[config.mk]
export PLATFORM = sky130hd
export DESIGN_NAME = aec_top
export DESIGN_NICKNAME = d
export VERILOG_FILES = /design/src/aec_pkg.sv /design/src/aec_first_error_log.sv /design/src/aec_top.sv
export SDC_FILE = /design/constraint.sdc
export NUM_CORES = 1
export LEC_CHECK = 0
export BUFFER_PORTS_ARGS = -buffer_cell sky130_fd_sc_hd__clkbuf_2
export CORE_ASPECT_RATIO = 0.6
export CORE_MARGIN = 2
export CORE_UTILIZATION = 48
export DETAILED_ROUTE_END_ITERATION = 10
export PLACE_DENSITY_LB_ADDON = 0.08
export SETUP_SLACK_MARGIN = 0.1
export SYNTH_ARGS = -nofsm -noshare
export SYNTH_HDL_FRONTEND = slang
export SYNTH_SLANG_ARGS = --single-unit
export TNS_END_PERCENT = 10
[constraint.sdc]
create_clock -name i_core_clk -period 2.9 [get_ports i_core_clk]
set_input_delay 0 -clock i_core_clk [delete_from_list [all_inputs] [get_ports i_core_clk]]
set_output_delay 0 -clock i_core_clk [all_outputs]
set_load 0.02 [all_outputs]
[src/aec_pkg.sv]
package aec_pkg;

    // ------------------------------------------------------------------
    // Register offsets (byte addresses)
    // ------------------------------------------------------------------
    localparam logic [11:0] AEC_OFF_CORR_STATUS = 12'h110;
    localparam logic [11:0] AEC_OFF_CORR_MASK = 12'h114;
    localparam logic [11:0] AEC_OFF_CTRL = 12'h118;
    localparam logic [11:0] AEC_OFF_HDR_WORD0 = 12'h11C;
    localparam logic [11:0] AEC_OFF_INT_STATUS = 12'h130;
    localparam logic [11:0] AEC_OFF_INT_MASK = 12'h134;
    localparam logic [11:0] AEC_OFF_MEM_CTRL = 12'h138;

    // ------------------------------------------------------------------
    // Correctable status and mask layout
    // ------------------------------------------------------------------
    localparam int AEC_BIT_RCV_ERR = 0;
    localparam int AEC_BIT_BAD_TLP = 6;
    localparam int AEC_BIT_BAD_DLLP = 7;
    localparam int AEC_BIT_REPLAY_ROLL = 8;
    localparam int AEC_BIT_REPLAY_TMO = 12;
    localparam int AEC_BIT_ADVISORY = 13;
    localparam int AEC_BIT_SINGLE_BIT = 31;
    localparam logic [31:0] AEC_CORR_VALID = 32'h800031C1;
    localparam logic [31:0] AEC_MASK_RESET = 32'h00002000;
    localparam logic [31:0] AEC_STATUS_RESET = 32'h00000000;

    // ------------------------------------------------------------------
    // Control register layout
    // ------------------------------------------------------------------
    localparam int AEC_CTL_PTR_LSB = 0;
    localparam int AEC_CTL_PTR_W = 5;
    localparam int AEC_CTL_GEN_CAP = 5;
    localparam int AEC_CTL_GEN_EN = 6;
    localparam int AEC_CTL_CHK_CAP = 7;
    localparam int AEC_CTL_CHK_EN = 8;
    localparam logic AEC_GEN_CAP_RESET = 1'b1;
    localparam logic AEC_GEN_EN_RESET = 1'b0;
    localparam logic AEC_CHK_CAP_RESET = 1'b1;
    localparam logic AEC_CHK_EN_RESET = 1'b0;
    localparam logic [4:0] AEC_PTR_RESET = 5'h00;
    localparam logic [31:0] AEC_HDR_RESET = 32'h00000000;

    // ------------------------------------------------------------------
    // Interrupt and memory-error control layout
    // ------------------------------------------------------------------
    localparam int AEC_INT_CORR = 0;
    localparam int AEC_INT_UNCORR = 1;
    localparam int AEC_INT_W = 2;
    localparam logic [1:0] AEC_INT_RESET = 2'h0;
    localparam int AEC_MEM_REPORT_EN = 0;
    localparam int AEC_MEM_UNLOCK = 1;

endpackage

[src/aec_first_error_log.sv]
`timescale 1ns/1ps
`default_nettype none
module aec_first_error_log
    import aec_pkg::*;
#(
    parameter int HDR_W = 32
) (
    input wire logic i_core_clk,
    input wire logic i_reset,
    input wire logic i_event,
    input wire logic [4:0] i_bit,
    input wire logic [HDR_W-1:0] i_header,
    input wire logic [31:0] i_clear,
    output logic [4:0] o_ptr,
    output logic [HDR_W-1:0] o_header,
    output logic o_new
);

    // ------------------------------------------------------------------
    // Capture and freeze
    // ------------------------------------------------------------------
    logic logged_q;
    logic released;

    generate
        if (HDR_W != 32) begin : g_bad_width
            $error("aec_first_error_log supports only a 32-bit header word.");
        end
    endgenerate

    // The log reopens once software clears the status bit it points at.
    assign released = logged_q & i_clear[o_ptr];

    // A new error in the clearing cycle is kept, so nothing is lost.
    always_ff @(posedge i_core_clk) begin
        if (i_reset) begin
            logged_q <= 1'b0;
            o_ptr <= AEC_PTR_RESET;
            o_header <= AEC_HDR_RESET;
            o_new <= 1'b0;
        end else begin
            o_new <= 1'b0;
            if (i_event && (!logged_q || released)) begin
                logged_q <= 1'b1;
                o_ptr <= i_bit;
                o_header <= i_header;
                o_new <= 1'b1;
            end else if (released) begin
                logged_q <= 1'b0;
            end
        end
    end

    // ------------------------------------------------------------------
    // Checks
    // ------------------------------------------------------------------
    chk_first_capture: assert property (@(posedge i_core_clk) disable iff (i_reset)
        (i_event && !logged_q) |=> (o_ptr == $past(i_bit)) && (o_header == $past(i_header))
            && o_new)
        else $error("First error was not captured.");

    chk_log_frozen: assert property (@(posedge i_core_clk) disable iff (i_reset)
        (logged_q && !i_clear[o_ptr]) |=> $stable(o_ptr) && $stable(o_header) && !o_new)
        else $error("Logged first error changed while frozen.");

endmodule
`default_nettype wire

[src/aec_top.sv]
`timescale 1ns/1ps
`default_nettype none
// Summary of operation
// - Masked receiver, bad-packet and bad-link-packet events are not reported upward.
// - Masked replay rollover, replay timeout and advisory events are not reported upward.
// - Advisory mask resets to one; every other correctable mask bit resets to zero.
// - With memory reporting on, a masked single-bit error is recorded in status but not reported.
// - The single-bit mask never stops the matching status bit from recording.
// - With memory reporting off, the single-bit mask reads zero and ignores writes.
// - A five-bit read-only field holds the first reported uncorrectable error position.
// - Generation-capable bit resets to one and is writable only when unlocked.
// - Generation-enable bit turns on outgoing CRC generation; resets to zero.
// - Check-capable bit resets to one and is writable only when unlocked.
// - Check-enable bit turns on received CRC checking; resets to zero.
// - A read-only word holds the first header word of the first uncorrectable error.
// - Correctable status bits set on their event (the single-bit one only with memory reporting on) and clear by writing one.
module aec_top
    import aec_pkg::*;
#(
    parameter int ADDR_W = 12
) (
    input wire logic i_core_clk,
    input wire logic i_reset,
    input wire logic [ADDR_W-1:0] i_avs_address,
    input wire logic i_avs_read,
    input wire logic i_avs_write,
    input wire logic [31:0] i_avs_writedata,
    input wire logic [3:0] i_avs_byteenable,
    output logic [31:0] o_avs_readdata,
    output logic o_avs_waitrequest,
    input wire logic [31:0] i_corr_event,
    input wire logic i_uncorr_event,
    input wire logic [4:0] i_uncorr_bit,
    input wire logic [31:0] i_uncorr_header,
    input wire logic [31:0] i_uncorr_clear,
    output logic o_corr_report,
    output logic o_crc_gen_enable,
    output logic o_crc_check_enable,
    output logic o_irq
);

    generate
        if (ADDR_W < 9 || ADDR_W > 32) begin : g_bad_addr
            $error("aec_top needs an address width from 9 to 32 bits.");
        end
    endgenerate

    // ------------------------------------------------------------------
    // Avalon-MM slave handshake
    // ------------------------------------------------------------------
    logic wait_q;
    logic req;
    logic wr_en;
    logic [31:0] wmask;
    logic [31:0] wdat;
    logic [31:0] rdata_d;

    // Every access takes one wait cycle, so read data can come from a flop.
    assign req = (i_avs_read | i_avs_write) & wait_q;
    assign wr_en = i_avs_write & ~wait_q;
    assign wmask = {{8{i_avs_byteenable[3]}}, {8{i_avs_byteenable[2]}},
                    {8{i_avs_byteenable[1]}}, {8{i_avs_byteenable[0]}}};
    assign wdat = i_avs_writedata & wmask;

    // Waitrequest drops for exactly the cycle in which the access completes.
    always_ff @(posedge i_core_clk) begin
        if (i_reset) begin
            wait_q <= 1'b1;
        end else begin
            wait_q <= ~req;
        end
    end

    assign o_avs_waitrequest = wait_q;

    // ------------------------------------------------------------------
    // Address decode
    // ------------------------------------------------------------------
    logic hit_stat;
    logic hit_mask;
    logic hit_ctl;
    logic hit_hdr;
    logic hit_istat;
    logic hit_imask;
    logic hit_mem;

    // Matching the full byte address makes every other location unmapped.
    assign hit_stat = i_avs_address == ADDR_W'(AEC_OFF_CORR_STATUS);
    assign hit_mask = i_avs_address == ADDR_W'(AEC_OFF_CORR_MASK);
    assign hit_ctl = i_avs_address == ADDR_W'(AEC_OFF_CTRL);
    assign hit_hdr = i_avs_address == ADDR_W'(AEC_OFF_HDR_WORD0);
    assign hit_istat = i_avs_address == ADDR_W'(AEC_OFF_INT_STATUS);
    assign hit_imask = i_avs_address == ADDR_W'(AEC_OFF_INT_MASK);
    assign hit_mem = i_avs_address == ADDR_W'(AEC_OFF_MEM_CTRL);

    // ------------------------------------------------------------------
    // Memory-error control and write unlock
    // ------------------------------------------------------------------
    logic mem_en_q;
    logic unlock_q;

    // Both bits are plain read/write; unlock guards the capability bits.
    always_ff @(posedge i_core_clk) begin
        if (i_reset) begin
            mem_en_q <= 1'b0;
            unlock_q <= 1'b0;
        end else if (wr_en && hit_mem) begin
            if (wmask[AEC_MEM_REPORT_EN]) begin
                mem_en_q <= i_avs_writedata[AEC_MEM_REPORT_EN];
            end
            if (wmask[AEC_MEM_UNLOCK]) begin
                unlock_q <= i_avs_writedata[AEC_MEM_UNLOCK];
            end
        end
    end

    // ------------------------------------------------------------------
    // Correctable mask
    // ------------------------------------------------------------------
    logic [31:0] mask_q;
    logic [31:0] eff_mask;

    // Only documented mask bits are stored; the single-bit mask is held at
    // zero while memory reporting is off, which also makes it read zero.
    always_ff @(posedge i_core_clk) begin
        if (i_reset) begin
            mask_q <= AEC_MASK_RESET;
        end else begin
            if (wr_en && hit_mask) begin
                mask_q <= ((mask_q & ~wmask) | wdat) & AEC_CORR_VALID;
            end
            if (!mem_en_q) begin
                mask_q[AEC_BIT_SINGLE_BIT] <= 1'b0;
            end
        end
    end

    assign eff_mask = mask_q;

    // ------------------------------------------------------------------
    // Correctable status and upward reporting
    // ------------------------------------------------------------------
    logic [31:0] status_q;
    logic [31:0] corr_set;
    logic [31:0] corr_clr;
    logic [31:0] corr_unmasked;

    // Single-bit errors record only while memory reporting is enabled.
    assign corr_set = i_corr_event & AEC_CORR_VALID
                      & {mem_en_q, 31'h7FFFFFFF};
    assign corr_clr = (wr_en && hit_stat) ? wdat : 32'h00000000;
    assign corr_unmasked = corr_set & ~eff_mask;

    // One flop per documented bit; a set in the clearing cycle wins.
    generate
        for (genvar b = 0; b < 32; b++) begin : g_status
            if (AEC_CORR_VALID[b]) begin : g_flop
                always_ff @(posedge i_core_clk) begin
                    if (i_reset) begin
                        status_q[b] <= AEC_STATUS_RESET[b];
                    end else if (corr_set[b]) begin
                        status_q[b] <= 1'b1;
                    end else if (corr_clr[b] || (b == AEC_BIT_SINGLE_BIT && !mem_en_q)) begin
                        status_q[b] <= 1'b0;
                    end
                end
            end else begin : g_zero
                // Reserved positions get a constant flop too, so that every bit
                // of the status word has a procedural driver and none a continuous one.
                always_ff @(posedge i_core_clk) begin
                    status_q[b] <= 1'b0;
                end
            end
        end
    endgenerate

    // A masked event still records status but sends nothing upward.
    always_ff @(posedge i_core_clk) begin
        if (i_reset) begin
            o_corr_report <= 1'b0;
        end else begin
            o_corr_report <= |corr_unmasked;
        end
    end

    // ------------------------------------------------------------------
    // Control register and CRC enables
    // ------------------------------------------------------------------
    logic gen_cap_q;
    logic chk_cap_q;
    logic wr_ctl;

    assign wr_ctl = wr_en & hit_ctl;

    // The capability bits are locked unless software has unlocked writes.
    always_ff @(posedge i_core_clk) begin
        if (i_reset) begin
            gen_cap_q <= AEC_GEN_CAP_RESET;
            chk_cap_q <= AEC_CHK_CAP_RESET;
        end else if (wr_ctl && unlock_q) begin
            if (wmask[AEC_CTL_GEN_CAP]) begin
                gen_cap_q <= i_avs_writedata[AEC_CTL_GEN_CAP];
            end
            if (wmask[AEC_CTL_CHK_CAP]) begin
                chk_cap_q <= i_avs_writedata[AEC_CTL_CHK_CAP];
            end
        end
    end

    // Enables drive the packet datapath directly from their storage flops.
    always_ff @(posedge i_core_clk) begin
        if (i_reset) begin
            o_crc_gen_enable <= AEC_GEN_EN_RESET;
            o_crc_check_enable <= AEC_CHK_EN_RESET;
        end else if (wr_ctl) begin
            if (wmask[AEC_CTL_GEN_EN]) begin
                o_crc_gen_enable <= i_avs_writedata[AEC_CTL_GEN_EN];
            end
            if (wmask[AEC_CTL_CHK_EN]) begin
                o_crc_check_enable <= i_avs_writedata[AEC_CTL_CHK_EN];
            end
        end
    end

    // ------------------------------------------------------------------
    // First uncorrectable error log
    // ------------------------------------------------------------------
    logic [4:0] first_ptr;
    logic [31:0] first_hdr;
    logic first_new;

    aec_first_error_log #(
        .HDR_W(32)
    ) u_log (
        .i_core_clk(i_core_clk),
        .i_reset(i_reset),
        .i_event(i_uncorr_event),
        .i_bit(i_uncorr_bit),
        .i_header(i_uncorr_header),
        .i_clear(i_uncorr_clear),
        .o_ptr(first_ptr),
        .o_header(first_hdr),
        .o_new(first_new)
    );

    // ------------------------------------------------------------------
    // Interrupt status, mask and output
    // ------------------------------------------------------------------
    logic [AEC_INT_W-1:0] int_stat_q;
    logic [AEC_INT_W-1:0] int_mask_q;
    logic [AEC_INT_W-1:0] int_set;

    assign int_set = {first_new, o_corr_report};

    // Sticky bits, cleared by writing one; a new event beats the clear.
    always_ff @(posedge i_core_clk) begin
        if (i_reset) begin
            int_stat_q <= AEC_INT_RESET;
        end else if (wr_en && hit_istat) begin
            int_stat_q <= (int_stat_q & ~wdat[AEC_INT_W-1:0]) | int_set;
        end else begin
            int_stat_q <= int_stat_q | int_set;
        end
    end

    // Plain read/write enables; a one lets the matching status bit raise the line.
    always_ff @(posedge i_core_clk) begin
        if (i_reset) begin
            int_mask_q <= AEC_INT_RESET;
        end else if (wr_en && hit_imask) begin
            int_mask_q <= (int_mask_q & ~wmask[AEC_INT_W-1:0]) | wdat[AEC_INT_W-1:0];
        end
    end

    // Registered for a clean output; it trails the status by one cycle.
    always_ff @(posedge i_core_clk) begin
        if (i_reset) begin
            o_irq <= 1'b0;
        end else begin
            o_irq <= |(int_stat_q & int_mask_q);
        end
    end

    // ------------------------------------------------------------------
    // Read data
    // ------------------------------------------------------------------
    // Unmapped addresses and reserved bits read as zero.
    always_comb begin
        rdata_d = 32'h00000000;
        case (1'b1)
            hit_stat: rdata_d = status_q;
            hit_mask: rdata_d = mask_q & AEC_CORR_VALID;
            hit_ctl: begin
                rdata_d[AEC_CTL_PTR_LSB +: AEC_CTL_PTR_W] = first_ptr;
                rdata_d[AEC_CTL_GEN_CAP] = gen_cap_q;
                rdata_d[AEC_CTL_GEN_EN] = o_crc_gen_enable;
                rdata_d[AEC_CTL_CHK_CAP] = chk_cap_q;
                rdata_d[AEC_CTL_CHK_EN] = o_crc_check_enable;
            end
            hit_hdr: rdata_d = first_hdr;
            hit_istat: rdata_d[AEC_INT_W-1:0] = int_stat_q;
            hit_imask: rdata_d[AEC_INT_W-1:0] = int_mask_q;
            hit_mem: begin
                rdata_d[AEC_MEM_REPORT_EN] = mem_en_q;
                rdata_d[AEC_MEM_UNLOCK] = unlock_q;
            end
            default: rdata_d = 32'h00000000;
        endcase
    end

    // Captured as the read is taken, so it stands while waitrequest is low.
    always_ff @(posedge i_core_clk) begin
        if (i_reset) begin
            o_avs_readdata <= 32'h00000000;
        end else if (req && i_avs_read) begin
            o_avs_readdata <= rdata_d;
        end
    end

    // ------------------------------------------------------------------
    // Checks
    // ------------------------------------------------------------------
    chk_masked_silent: assert property (@(posedge i_core_clk) disable iff (i_reset)
        (corr_set != 32'h0 && corr_unmasked == 32'h0) |=> !o_corr_report)
        else $error("Masked correctable event was reported.");

    chk_unmasked_sent: assert property (@(posedge i_core_clk) disable iff (i_reset)
        (corr_unmasked != 32'h0) |=> o_corr_report)
        else $error("Unmasked correctable event was not reported.");

    chk_mask_reset: assert property (@(posedge i_core_clk) disable iff (i_reset)
        $past(i_reset) |-> (mask_q == AEC_MASK_RESET) && gen_cap_q && chk_cap_q
            && !o_crc_gen_enable && !o_crc_check_enable)
        else $error("Mask or control reset value wrong.");

    chk_sbe_recorded: assert property (@(posedge i_core_clk) disable iff (i_reset)
        (i_corr_event[AEC_BIT_SINGLE_BIT] && mem_en_q) |=> status_q[AEC_BIT_SINGLE_BIT])
        else $error("Single-bit error not recorded in status.");

    chk_sbe_mask_off: assert property (@(posedge i_core_clk) disable iff (i_reset)
        !mem_en_q |=> !mask_q[AEC_BIT_SINGLE_BIT])
        else $error("Single-bit mask set while memory reporting is off.");

    chk_cap_locked: assert property (@(posedge i_core_clk) disable iff (i_reset)
        (wr_ctl && !unlock_q) |=> $stable(gen_cap_q) && $stable(chk_cap_q))
        else $error("Capability bit changed while locked.");

    chk_gen_follows: assert property (@(posedge i_core_clk) disable iff (i_reset)
        (wr_ctl && wmask[AEC_CTL_GEN_EN])
            |=> o_crc_gen_enable == $past(i_avs_writedata[AEC_CTL_GEN_EN]))
        else $error("Generation enable did not follow the write.");

    chk_w1c_clear: assert property (@(posedge i_core_clk) disable iff (i_reset)
        (corr_clr[AEC_BIT_RCV_ERR] && !corr_set[AEC_BIT_RCV_ERR])
            |=> !status_q[AEC_BIT_RCV_ERR])
        else $error("Write-one-to-clear failed on receiver status.");

    chk_reserved_zero: assert property (@(posedge i_core_clk) disable iff (i_reset)
        (mask_q & ~AEC_CORR_VALID) == 32'h0 && (status_q & ~AEC_CORR_VALID) == 32'h0)
        else $error("Reserved bit became set.");

    chk_wait_once: assert property (@(posedge i_core_clk) disable iff (i_reset)
        req |=> !o_avs_waitrequest ##1 o_avs_waitrequest)
        else $error("Waitrequest did not drop for exactly one cycle.");

endmodule
`default_nettype wire

==> impl_metrics.toml <==
[run]
maxCapViolCount = 0

[logic_synthesis]
synth-edff-count = 0
synth-seq-cells = 98
avgSynthCellArea_um2 = 8.59
yosysMostFrequentCell = "nand2_1"
synth_flop_cell = "dfxtp_1"
syn_area_um2 = 4450
async_reset_ff_frac = 0
synth.top_cells.by_count = "nand2_1, dfxtp_1, mux2i_1, a21oi_1, nand3_1"
synth_cells = 518
ys_types = 41
synth_nets = 672
ys.warnings.count = 0
yosysTopAreaCell = "dfxtp_1"
synth_area_leaders = "dfxtp_1, mux2i_1, nand2_1"
yosysSeqAreaShare = 0.441
synth_top_area_share = 0.441

[worst_hold_path]
hold_path_class = "in2reg"

[timing]
timing.fmax_ghz = 0.413
worst_slack_ns = 0.477
min_period_over_period = 0.836
drv_slew = 0
layout_min_cycle_time_ns = 2.42
final-setup-viol-count = 0
hold_ws_ns = 0.0530
tightest_slew_ns = 0.810
setup-tns-final_ns = 0
slew_headroom = 0.458
hold_violations = 0
skew_ns = 0.00475
rsz0062_at_grt = "no"

[grt]
antenna_found_initial = 0
grt_overflow = 0
grt_pass1_wl_um = 20300
grt_usage = 0.254
grt_pass1_vias = 4289
grt_start_max_net_pins = 51

[placed_design]
pre_cts_ws_ns = 0.469
routabilityCongestion = 0.856
portBuffers = 141
post_dp_cell_area_um2 = 5220
dpl.hpwl_um = 8290

[floorplan]
rows = 27
dieArea_um2 = 10100
ioPinCount = 191
core_um2 = 9090
fp.dieW_um = 128
die_y_um = 78.6
start_util = 0.490

[worst_setup_path]
reg2reg_slack_ns = 0.48
crit_type = "reg2reg"
cp_cell_sequence = "buf_4 > mux4_2 > mux2_2 > a221oi_2 > nor3b_2 > buf_12 > mux2i_1"
worstRegToRegCells = 7
crit_end = "u_log.o_header[13]"
crit_slowest_cell = "mux4_2"
rr_endpoint = "u_log.o_header[13]"
cp_num_cells = 7
r2r_start = "u_log.o_ptr[0]"
crit_path_start_kind = "flip-flop"
slowest_delay_ns = 0.52
crit_buf_inv = 2
required_ns = 3.11
critPathTopFamily = "multiplexers"
cp_data_arrival_time_ns = 2.63
crit_start = "u_log.o_ptr[0]"
worstPathMaxFanout = 38
endpoint_kind = "flip-flop"

[power_and_ir_drop]
switching_share = 0.237
power_density_nw_per_um2 = 512
p_switching_w = 0.000744
p_seq_frac = 0.459
vdd_ir_drop_max_v = 0.000313
comb_power_share = 0.136
p_leak_nw = 2.65
clkPwrFrac = 0.404
p_int_w = 0.00240

[clock_network]
clk_pin_slew_ns = 0.06
clockBufferDepth = 2
cts_made_buffers = 9
clk_latency_ns = 0.34
clockRootBuffer = "clkbuf_16"
cts_setup_buffers = 0
clkSinkCount = 98
cts_htree_levels = 3
cts_tree = "done"

[route]
via_per_inst = 5.37
drtPass1Iterations = 5
wire_per_inst_um = 15.4
ant_nets = 0
drt-total-wl_um = 12600
first_iter_violations = 227
vias = 4418
drc = 0

[finish]
area_growth_pct = 38.0
final_util = 0.676
final_area_um2 = 6140
fill_cells = 764
n_antenna_cell = 0
final_nets = 855
drive_gt1_frac = 0.265

[outcome]
status = "finished, final reports clean"
-- power by group through the flow --
stage / Clock [W] / Combinational [W] / Sequential [W]
2_1_floorplan: 0 / 0.000234 / 0.00146
3_3_place_gp: 0 / 0.000350 / 0.00147
3_5_place_dp: 0 / 0.000361 / 0.00148
4_1_cts: 0.00129 / 0.000426 / 0.00144
5_1_grt: 0.00134 / 0.000467 / 0.00145
6_report: 0.00127 / 0.000429 / 0.00145
-- through the flow --
stage          total power, W  std cells
4_1_cts               0.00316        822
6_report              0.00315        822
2_1_floorplan         0.00170        518
5_1_grt               0.00327        822
3_5_place_dp          0.00184        746
3_3_place_gp          0.00182        746
-- how the worst min path moves through the flow --
stage                     slack, ns                start                 end  cells past startpoint
after global routing           0.08  i_avs_byteenable[3]           flip-flop                      4
after floorplan                0.12          i_avs_write   o_avs_waitrequest                      1
after detailed placement       0.24  i_uncorr_header[17]  u_log.o_header[17]                      3
after CTS                      0.05  i_avs_byteenable[3]           flip-flop                      4
after global placement         0.23      i_uncorr_bit[2]      u_log.o_ptr[2]                      3
final                          0.05  i_avs_byteenable[3]           flip-flop                      4
-- placed cells by master (no fill, tap or decap), types with 3 or more instances in the layout --
cell type and n:
inv_1 6, a22o_1 4, and3_1 3, mux2_2 6, or3_1 5, dlygate4sd3_1 60
a221oi_1 8, nand2_1 123, and2_1 4, a21oi_1 45, nor3_1 5, clkbuf_16 9
nand4_1 4, clkbuf_2 141, mux2i_1 58, mux4_2 6, nand3_1 40, dfxtp_1 98
buf_4 10, o21ai_0 9, nor2b_1 6, nor2_1 23
-- state kept, by name (all words and copies together), names as in the netlist, named ones only --
name,flops
gen_cap_q,1
o_corr_report,1
o_avs_waitrequest,1
o_crc_gen_enable,1
mem_en_q,1
u_log.o_ptr,5
status_q,7
u_log.o_new,1
u_log.o_header,32
int_stat_q,2
o_avs_readdata,32
o_crc_check_enable,1
chk_cap_q,1
o_irq,1
u_log.logged_q,1
unlock_q,1
-- cell type report --
| cell class | instances | area [µm²] | area share |
|---|---|---|---|
| Multi-Input combinational cell | 372 | 2270 | 0.369 |
| Sequential cell | 98 | 1960 | 0.319 |
| Timing Repair Buffer | 213 | 1420 | 0.231 |
| Clock buffer | 11 | 243 | 0.0395 |
| Tap cell | 116 | 145 | 0.0236 |
| Clock inverter | 5 | 77.6 | 0.0126 |
| Inverter | 7 | 26.3 | 0.00428 |
-- layer usage --
layer  GRT usage  share of wire  vias to the layer above
li1            -              -                     2151
met1       0.336           0.47                     2095
met2       0.412           0.46                      148
met3      0.0600          0.056                       24
met4      0.0835          0.019                        0
met5           0              0                        -
-- kinds of logic (layout without fill, tap and decap cells) --
logic type             after synthesis  count (layout)  synth area share
AO/OA/AOI/OAI                       75              75             0.102
buffers and inverters               48             236            0.0512
flip-flops                          98              98             0.441
multiplexers                        70              70             0.176
AND/OR/NAND/NOR                    227             227             0.230
-- worst reg2reg max path, delay by kind of cell, from the launching register on --
| family | cells | cell delay (ns) |
|---|---|---|
| AOI/OAI and AO/OA | 1 | 0.27 |
| buffers and inverters | 2 | 0.46 |
| DFF | 1 | 0.46 |
| muxes | 3 | 1.00 |
| and+or+nand+nor | 1 | 0.10 |
-- repair_timing --
action                    CTS  global route
hold endpoints to repair   62             0
hold buffers               60             0
gates resized for setup     0             0
No activity file was read; power rests on OpenSTA's default activity.
